### src/inc/lram_pkg.sv
// Package: register map, field layout and access carriers for the legacy region attribute map
package lram_pkg;
	localparam logic [15:0] LRAM_LOW_MAP_OFS = 16'h8008;
	localparam logic [15:0] LRAM_HIGH_MAP_OFS = 16'h800c;
	localparam logic [31:0] LRAM_LOW_MAP_RST = 32'h0000_0000;
	localparam logic [31:0] LRAM_HIGH_MAP_RST = 32'h0000_0000;
	localparam int LRAM_BIT_PCI = 3;
	localparam int LRAM_BIT_CACHE = 2;
	localparam int LRAM_BIT_WR = 1;
	localparam int LRAM_BIT_RD = 0;
	localparam logic [1:0] LRAM_WINDOW_TOP = 2'h3;
	localparam logic [31:0] LRAM_UNMAPPED_DATA = 32'h0000_0000;

	typedef struct packed {
		logic valid;
		logic from_pci;
		logic write;
		logic [31:0] addr;
	} lram_req_s;

	typedef struct packed {
		logic valid;
		logic to_memory;
		logic to_pci_master;
		logic cacheable;
		logic pci_denied;
		logic in_window;
		logic [3:0] field;
	} lram_route_s;

	typedef enum logic [1:0] {
		LRAM_IDLE = 2'b00,
		LRAM_ACK = 2'b01
	} lram_bus_e;

	typedef struct packed {
		logic [31:0] low_map_reg;
		logic [31:0] high_map_reg;
		lram_bus_e bus_reg;
		logic [31:0] rdata_reg;
		lram_route_s route_reg;
	} lram_state_s;
endpackage

### src/design/lram_attr_map.sv
// Legacy region attribute map: Wishbone register slave and access decoder
//
// The Wishbone register port was left to the implementer.
`timescale 1ns/1ps
`default_nettype none
module lram_attr_map
	import lram_pkg::*;
(
	input wire logic core_clk,
	input wire logic rst_n,
	input wire logic wb_cyc_i,
	input wire logic wb_stb_i,
	input wire logic wb_we_i,
	input wire logic [15:0] wb_adr_i,
	input wire logic [3:0] wb_sel_i,
	input wire logic [31:0] wb_dat_i,
	output logic [31:0] wb_dat_o,
	output logic wb_ack_o,
	input wire lram_req_s acc_req,
	output lram_route_s acc_route
);
	// ----------------------------------------------------------------
	// Helpers
	// ----------------------------------------------------------------
	function automatic logic [31:0] lram_merge(input logic [31:0] old_v, input logic [31:0] new_v,
		input logic [3:0] sel);
		logic [31:0] r;
		r = old_v;
		for (int i = 0; i < 4; i++) begin
			if (sel[i]) begin
				r[i*8 +: 8] = new_v[i*8 +: 8];
			end
		end
		return r;
	endfunction

	// Pick the nibble for a region; index from address bits 16:14
	function automatic logic [3:0] lram_pick(input logic [31:0] map, input logic [2:0] idx);
		return map[{idx, 2'b00} +: 4];
	endfunction

	lram_state_s st_reg;
	lram_state_s st_next;
	logic [5:0] reg_idx;
	logic hit_win;
	logic [3:0] fld;

	// ----------------------------------------------------------------
	// Next state
	// ----------------------------------------------------------------
	always_comb begin
		st_next = st_reg;
		reg_idx = acc_req.addr[19:14];
		// Only the low megabyte, regions 30h..3fh (C0000h..FFFFFh)
		hit_win = (acc_req.addr[31:20] == 12'h000) && (reg_idx[5:4] == LRAM_WINDOW_TOP);
		// Regions E0000h/E4000h lie in the high map low nibbles; same layout
		fld = reg_idx[3] ? lram_pick(st_reg.high_map_reg, reg_idx[2:0])
			: lram_pick(st_reg.low_map_reg, reg_idx[2:0]);
		// Bus slave: one wait state, ack drops the cycle after it is given
		case (st_reg.bus_reg)
			LRAM_IDLE: begin
				if (wb_cyc_i && wb_stb_i) begin
					st_next.bus_reg = LRAM_ACK;
					case (wb_adr_i)
						LRAM_LOW_MAP_OFS: begin
							st_next.rdata_reg = st_reg.low_map_reg;
							if (wb_we_i) begin
								st_next.low_map_reg = lram_merge(st_reg.low_map_reg, wb_dat_i,
									wb_sel_i);
							end
						end
						LRAM_HIGH_MAP_OFS: begin
							st_next.rdata_reg = st_reg.high_map_reg;
							if (wb_we_i) begin
								st_next.high_map_reg = lram_merge(st_reg.high_map_reg, wb_dat_i,
									wb_sel_i);
							end
						end
						default: begin
							st_next.rdata_reg = LRAM_UNMAPPED_DATA;
						end
					endcase
				end
			end
			LRAM_ACK: begin
				st_next.bus_reg = LRAM_IDLE;
			end
			default: begin
				st_next.bus_reg = LRAM_IDLE;
			end
		endcase
		// Access routing, one cycle after the request
		st_next.route_reg.valid = acc_req.valid;
		st_next.route_reg.in_window = hit_win;
		st_next.route_reg.field = hit_win ? fld : 4'h0;
		if (!hit_win) begin
			// Outside the window: plain memory, cacheable, PCI unrestricted
			st_next.route_reg.to_memory = acc_req.valid;
			st_next.route_reg.to_pci_master = 1'b0;
			st_next.route_reg.cacheable = acc_req.valid;
			st_next.route_reg.pci_denied = 1'b0;
		end else begin
			// Cache decision is taken ahead of the write check, so a cached
			// write still updates the line even in a non-writable region
			st_next.route_reg.cacheable = acc_req.valid && fld[LRAM_BIT_CACHE];
			st_next.route_reg.pci_denied = acc_req.valid && acc_req.from_pci &&
				!(fld[LRAM_BIT_PCI] && (acc_req.write ? fld[LRAM_BIT_WR] : fld[LRAM_BIT_RD]));
			if (acc_req.write) begin
				st_next.route_reg.to_memory = acc_req.valid && fld[LRAM_BIT_WR];
				st_next.route_reg.to_pci_master = acc_req.valid && !fld[LRAM_BIT_WR];
			end else begin
				st_next.route_reg.to_memory = acc_req.valid && fld[LRAM_BIT_RD];
				st_next.route_reg.to_pci_master = acc_req.valid && !fld[LRAM_BIT_RD];
			end
			if (st_next.route_reg.pci_denied) begin
				st_next.route_reg.to_memory = 1'b0;
				st_next.route_reg.to_pci_master = 1'b0;
			end
		end
	end

	// ----------------------------------------------------------------
	// State register
	// ----------------------------------------------------------------
	always_ff @(posedge core_clk) begin
		if (!rst_n) begin
			st_reg.low_map_reg <= LRAM_LOW_MAP_RST;
			st_reg.high_map_reg <= LRAM_HIGH_MAP_RST;
			st_reg.bus_reg <= LRAM_IDLE;
			st_reg.rdata_reg <= LRAM_UNMAPPED_DATA;
			st_reg.route_reg <= '0;
		end else begin
			st_reg <= st_next;
		end
	end

	assign wb_ack_o = (st_reg.bus_reg == LRAM_ACK);
	assign wb_dat_o = st_reg.rdata_reg;
	assign acc_route = st_reg.route_reg;
endmodule
`default_nettype wire

### config.mk
export PLATFORM = sky130hd
export DESIGN_NAME = lram_attr_map
export DESIGN_NICKNAME = d
export VERILOG_FILES = /design/src/inc/lram_pkg.sv /design/src/design/lram_attr_map.sv
export SDC_FILE = /design/constraint.sdc
export NUM_CORES = 1
export LEC_CHECK = 0
export BUFFER_PORTS_ARGS = -buffer_cell sky130_fd_sc_hd__buf_4
export CORE_UTILIZATION = 43
export DETAILED_ROUTE_END_ITERATION = 10
export PLACE_DENSITY = 0.67
export SYNTH_ARGS = -nofsm -noshare
export SYNTH_HDL_FRONTEND = slang
export SYNTH_SLANG_ARGS = --single-unit
### constraint.sdc
create_clock -name core_clk -period 4.35 [get_ports core_clk]
set_input_delay 0.2175 -clock core_clk [delete_from_list [all_inputs] [get_ports core_clk]]
set_output_delay 0.2175 -clock core_clk [all_outputs]
set_load 0.05 [all_outputs]
; Word level (Yosys, flattened, before mapping)
; Cells that the tools add are included.
[classes]
n_addsub = 0
multipliers = 0
n_div = 0
n_lt_le_gt_ge = 0
eq_ne = 3
shift = 2
n_mux = 6
n_bitwise = 2
n_reduce_logical = 27
[op_table]
columns = op, n
row1 = $pmux 32 s2, 1
row2 = $shiftx 32x6->4, 2
row3 = $reduce_and 5->1, 8
row4 = $eq 16x16->1 const B, 2
row5 = $logic_not 12->1, 1
row6 = $logic_and 1x1->1, 10
row7 = $mux 4, 2
row8 = $reduce_and 2->1, 3
row9 = $mux 2, 2
row10 = $logic_not 1->1, 3
row11 = $reduce_or 3->1, 1
row12 = $eq 2x2->1 const B, 1
row13 = $logic_not 2->1, 1
row14 = $not 1->1, 2
row15 = $mux 1, 1
[totals]
ff_bits = 107
latch_bits = 0
mem_bits_rw = 0
rom_bits = 0
inputBits = 92
out_inout_bits = 43
elab_cells = 57
mem_count = 0

; Longest topological paths before layout
; Gate-level depths: netlist of the first run.
[depth]
ltp_word = 8
mapped_depth = 8
depth_no_buf = 5

; Worst setup path before layout of the first run
; OpenSTA, ideal clock, no wires.
[synth_timing]
path_type = register to register
start = register st_reg[42] (netlist bit)
end = register st_reg[77] (netlist bit)
setup_ps = 128
arrival_ps = 1965
required_ps = 4222
setup_slack_ps = 2257
stages_incl_launch_ff = 8
path_buffers = 2
period_less_slack_ps = 2093
cell_sequence = dfxtp_1 > nand3b_1 > nor4_4 > buf_4 > nand4b_1 > buf_2 > mux2i_1 > nor2_1
[synth_via]
elab_chain_cells = 2
[synth_lines]
columns = item, line_no
row1 = start: declaration, lram_attr_map.sv:42  ; lram_state_s st_reg;
row2 = start signal: assignment, lram_attr_map.sv:133  ; st_reg <= st_next;
row3 = $logic_not 2->1, lram_attr_map.sv:60  ; case (st_reg.bus_reg)
row4 = $reduce_and 5->1 (no line), --
; Every way passes these cells.
; A chain may end at the register's enable or synchronous reset.

; Worst setup path in the final report of the first run
[layout_timing]
start = register st_reg[42] (netlist bit)
end = register st_reg[64] (netlist bit)
; Same word-level chain as after synthesis.

==> results.toml, run 1 <==
[outcome]
outcome = "complete, but fails checks"
violations = "design-rule violations"

[timing]
setup_viol = 0
layout_setup_ws_ns = 1.937
slew_violations = 0
slew_headroom_pct = 30.85
period_needed_ns = 2.413
setup_tns_ns = 0
grt_setup_unrepaired = "false"
fin_crit_sh_pct = 55.46
max_freq_mhz = 414.5
hold_viol = 0
worst_hold_slack_ns = 0.04778
worst_slew_pin_slew_ns = 1.036
worst_clock_skew_ns = 0.007447

[clock_tree]
post_cts.repair.setup_buffers = 0
clk_latency_ns = 0.35
cts_buffers = 9
htreeDepth = 3
clockRootBuffer = "clkbuf_16"
cts_hold_buf = 0
clockBufferDepth = 2
cts_tree = "done"
clk_pin_slew_worst_paths_ns = 0.07
cts_resized = 0
cts_sinks = 107

[final_layout]
final_cells = 686
largest_reg_flops = 65
insertedDiodeCount = 0
final_util_pct = 52.56
area_growth_pct = 17.97
fill_cells = 1020
multi_input_area_mm2 = 0.002505
final-seq-area_mm2 = 0.002142
drive_gt1_share_pct = 35.54
layout.nets = 631

[run]
maxCapViolCount = 0

[detailed_routing]
num_vias = 3748
ant_nets = 0
drc = 28
drt_iter0_markers = 178
drt-total-wl_um = 12540
vias_per_cell = 5.464
detail_route.wl_per_cell_um = 18.29
drtPass1Iterations = 7

[worst_setup_path]
crit_arrival_ns = 2.61
rr_endpoint = "st_reg[64]"
cp_cell_sequence = "nand3b_1, buf_4, nor4_4, buf_4, nand4_2, mux2i_1, nor2_1"
critical-path-top-delay-family = "simple AND/OR/NAND/NOR gates"
timing.rr.start = "st_reg[42]"
max_stage_delay_ns = 0.43
cp_slowest_cell = "nand4_2"
crit_path_end_kind = "flop"
crit_top_cell = "buf_4"
worstPathRequired_ns = 4.54
critical_path_buf_inv_count = 2
cp-start-kind = "flop"
path_max_fanout = 34
rrSetupSlack_ns = 1.94
worstSetupPathType = "flop to flop"
reg2reg_depth = 7

[die]
die_w_um = 111.2
io_pins = 135
fp.dieH_um = 111.2
core_mm2 = 0.01152
num_rows = 39
start_util_pct = 44.56
dieArea_mm2 = 0.01237

[yosys]
synth.largest_area_cell = "dfxtp_1"
syn_inst = 476
synth_common_cells = "dfxtp_1, nor2_1, mux2i_1"
ys_seq_elements = 107
ys.flop_type = "dfxtp_1"
synth_nets = 568
netlist_area_mm2 = 0.005131
ys_async_sr_fraction_pct = 0
synth.yosys.seq_area_share_pct = 41.75
synth_edf_count = 0
netlist_top_cells_area = "dfxtp_1, mux2i_1, mux2_2"
ys_warn_count = 0
ys_types = 36
syn_area_per_cell_um2 = 10.78
synth_top_cell_area_share_pct = 41.75
synth_most_common_cell = "dfxtp_1"

[min_path]
holdPathEnd = "acc_route[7]"
hp-start = "acc_req[33]"
holdPathStages = 2
hold_class = "input port to flop"

[place]
io_buffers = 120
dpl.cell_count = 671
place.gp.congestion = 0.7308
place_ws_ns = 1.908
dp_hpwl_um = 8677

[pwr]
p_leak_nw = 3.032
ir_drop_mv = 0.1577
power.density_mw_per_mm2 = 308.3

[global_routing]
grt_pass1_vias = 3611
grt_max_degree = 63
antenna_found_initial = 0
grt_pass1_wl_um = 19480
track_usage_pct = 20.54
overflow = 0
worst reg2reg max path, stage by stage (launching register included):
cell,delay [ns]
dfxtp_1,0.31
nand3b_1,0.14
buf_4,0.27
nor4_4,0.40
buf_4,0.35
nand4_2,0.43
mux2i_1,0.29
nor2_1,0.06
worst max path at each step:
stage                           start    endpoint  slack, ns  cells after the start
after floorplan            st_reg[42]  st_reg[77]       2.26                      7
after global placement    wb_adr_i[1]  st_reg[82]       1.96                      6
after detailed placement  wb_adr_i[8]  st_reg[75]       1.91                      7
after CTS                  st_reg[42]  st_reg[75]       1.93                      7
after global routing       st_reg[42]  st_reg[64]       1.80                      7
final                      st_reg[42]  st_reg[64]       1.94                      7
report_power, final:
| group | switching (mW) | internal (mW) | leakage, nW |
|---|---|---|---|
| Sequential | 0.000487 | 0.981 | 0.862 |
| Combinational | 0.0702 | 0.0647 | 2.04 |
| Clock | 0.349 | 0.401 | 0.126 |
| Total | 0.420 | 1.45 | 3.03 |
logic make-up after synthesis:
logic type / after synthesis / synth area share (%)
and+or+nand+nor: 131 / 13.02
muxes: 121 / 29.50
DFF: 107 / 41.75
buffers and inverters: 80 / 9.461
AOI/OAI and AO/OA: 37 / 6.267
routing by layer:
metal  vias up  track usage [%]  wire length, µm
li1       1811                -                -
met1      1803            25.99             5493
met2       118            34.54             6028
met3        16            4.046              805
met4         0            7.748              215
met5         -                0                0
cell usage in the layout, fill, tap and decap left out, types with 2 or more instances in the layout:
master	n
nand4_4	4
clkbuf_16	9
nand2_1	3
mux2_2	35
buf_4	125
nor4_1	2
inv_1	6
mux2i_1	68
nand4_2	3
clkbuf_1	3
mux4_2	9
dfxtp_1	107
a211oi_1	2
nor4b_1	2
a32oi_1	32
mux4_1	9
nor2_1	104
layout make-up:
type                            count  area share, %
Clock buffer                       13          4.134
Clock inverter                      2         0.2067
Inverter                            7         0.4341
Multi-Input combinational cell    289          41.38
Sequential cell                   107          35.39
Tap cell                          143          2.956
Timing Repair Buffer              125          15.50
stage by stage:
stage / instance area [µm²] / power, mW
after floorplan: 5131 / 1.065
after global placement: 5791 / 1.136
after detailed placement: 5791 / 1.139
after CTS: 6053 / 1.874
after global routing: 6053 / 1.926
final: 6053 / 1.866
(Power assumes the default switching activity.)
==> run 2, diff against run 1 <==
PLACE_DENSITY = 0.7   (was 0.67)
clock period = 2.06 ns   (was 4.35 ns; I/O delays follow)
==> results.toml, run 2 (synthesis results as in run 1) <==
[global_routing]
grtUsageMet2_pct = 36.67
grt_max_degree = 98
overflow = 0
track_usage_pct = 20.47
antenna_found_initial = 0
grt_use_met3_pct = 4.155
grt.busiest_layer = "met2"
use_met1_pct = 24.66
grt_pass1_wl_um = 19830
grt_pass1_vias = 3862

[clock_tree]
clk_pin_slew_worst_paths_ns = 0.07
cts_tree = "done"
clk_latency_ns = 0.35
clockRootBuffer = "clkbuf_16"
cts_sinks = 107
clockBufferDepth = 2
post_cts.repair.setup_buffers = 0
htreeDepth = 3
cts_buffers = 9

[worst_setup_path]
worstSetupPathType = "flop to flop"
cp-start-kind = "flop"
cp_cell_sequence = "mux4_1, mux2_2, mux4_2, o21a_1"
max_stage_delay_ns = 0.53
worstPathRequired_ns = 2.30
cp.depth = 4
reg2reg_depth = 4
rrSetupSlack_ns = 0.08
timing.rr.start = "st_reg[44]"
path_max_fanout = 3
cp_slowest_cell = "mux4_2"
critical_path_buf_inv_count = 0
crit_path_end_kind = "flop"
critical-path-top-delay-family = "multiplexers"
rr_endpoint = "acc_route[8]"
crit_arrival_ns = 2.22

[timing]
hold_viol = 0
max_freq_mhz = 505.5
worst_clock_skew_ns = 0.006732
slew_violations = 0
layout_setup_ws_ns = 0.08164
setup_tns_ns = 0
fin_crit_sh_pct = 96.04
worst_hold_slack_ns = 0.001647
setup_viol = 0
slew_headroom_pct = 64.68
worst_slew_pin_slew_ns = 0.5299
grt_setup_unrepaired = "false"
period_needed_ns = 1.978

[min_path]
hp-start = "wb_dat_i[10]"
holdPathStages = 3
holdPathEnd = "st_reg[86]"
hold_class = "input port to flop"

[die]
num_rows = 39
io_pins = 135
fp.dieH_um = 111.2
die_w_um = 111.2
start_util_pct = 44.56
core_mm2 = 0.01152
dieArea_mm2 = 0.01237

[outcome]
outcome = "complete, but fails checks"
violations = "design-rule violations"

[detailed_routing]
num_vias = 3799
drc = 26
drt-total-wl_um = 12670
vias_per_cell = 5.435
drtPass1Iterations = 8
drt_iter0_markers = 245
detail_route.wl_per_cell_um = 18.12
ant_nets = 0

[final_layout]
most-common-layout-cells = "buf_4, dfxtp_1, nor2_1"
insertedDiodeCount = 0
fin_area_mm2 = 0.006290
largest_reg_flops = 65
final_util_pct = 54.62
layout.nets = 643
area_growth_pct = 22.58
drive_gt1_share_pct = 37.23
final_cells = 699
final_common_cell = "buf_4"

[pwr]
p_total_mw = 4.491
power.density_mw_per_mm2 = 714.0
ir_drop_mv = 0.3679
p_leak_nw = 3.148

[place]
dpl-instance-area_mm2 = 0.005884
place.gp.congestion = 0.7504
dp_hpwl_um = 8973
place_ws_ns = 0.06068
io_buffers = 120
dpl.cell_count = 680

[run]
maxCapViolCount = 0
[run 2: cell count changes in the layout (fill, tap and decap cells not counted), sizes merged]
cell | before | now
buf | 125 | 134
clkbuf | 13 | 10
bufinv | 0 | 4
dlygate4sd3 | 0 | 3
[run 2: area by class of cell]
class / count / area (µm²)
Inverter: 7 / 26.28
Timing Repair Buffer: 137 / 1061
Clock inverter: 6 / 136.4
Fill cell: 1019 / 5226
Tap cell: 143 / 178.9
Sequential cell: 107 / 2143
Clock buffer: 10 / 239.0
Multi-Input combinational cell: 289 / 2505
[run 2: worst min-delay path: stages]
cell and delay (ns):
buf_4 0.08, mux2i_1 0.05, nor2_1 0.07
[run 2: power by group]
group | switching [mW] | internal [mW] | total, mW
logic | 0.149 | 0.147 | 0.296
registers | 0.00131 | 2.07 | 2.07
clock network | 0.777 | 1.35 | 2.12
[run 2: layer usage]
metal / share of wire (%) / wire length, µm
met5: 0 / 0
met4: 1.2 / 154
met3: 5.5 / 702
met2: 52 / 6568
met1: 41 / 5240
[run 2: worst max path at each step]
stage               slack (ns)           end         from
finish                    0.08  acc_route[8]   st_reg[44]
global route              0.02  acc_route[5]   st_reg[44]
CTS                       0.08  acc_route[8]   st_reg[52]
detailed placement        0.06  acc_route[8]  acc_req[15]
global placement          0.11  acc_route[8]  acc_req[15]
floorplan                 0.09    st_reg[77]   st_reg[42]
[run 2: what timing repair did]
item | in CTS | in global routing
resized for setup | 0 | 0
hold endpoints to repair | 2 | 1
hold buffers | 2 | 1
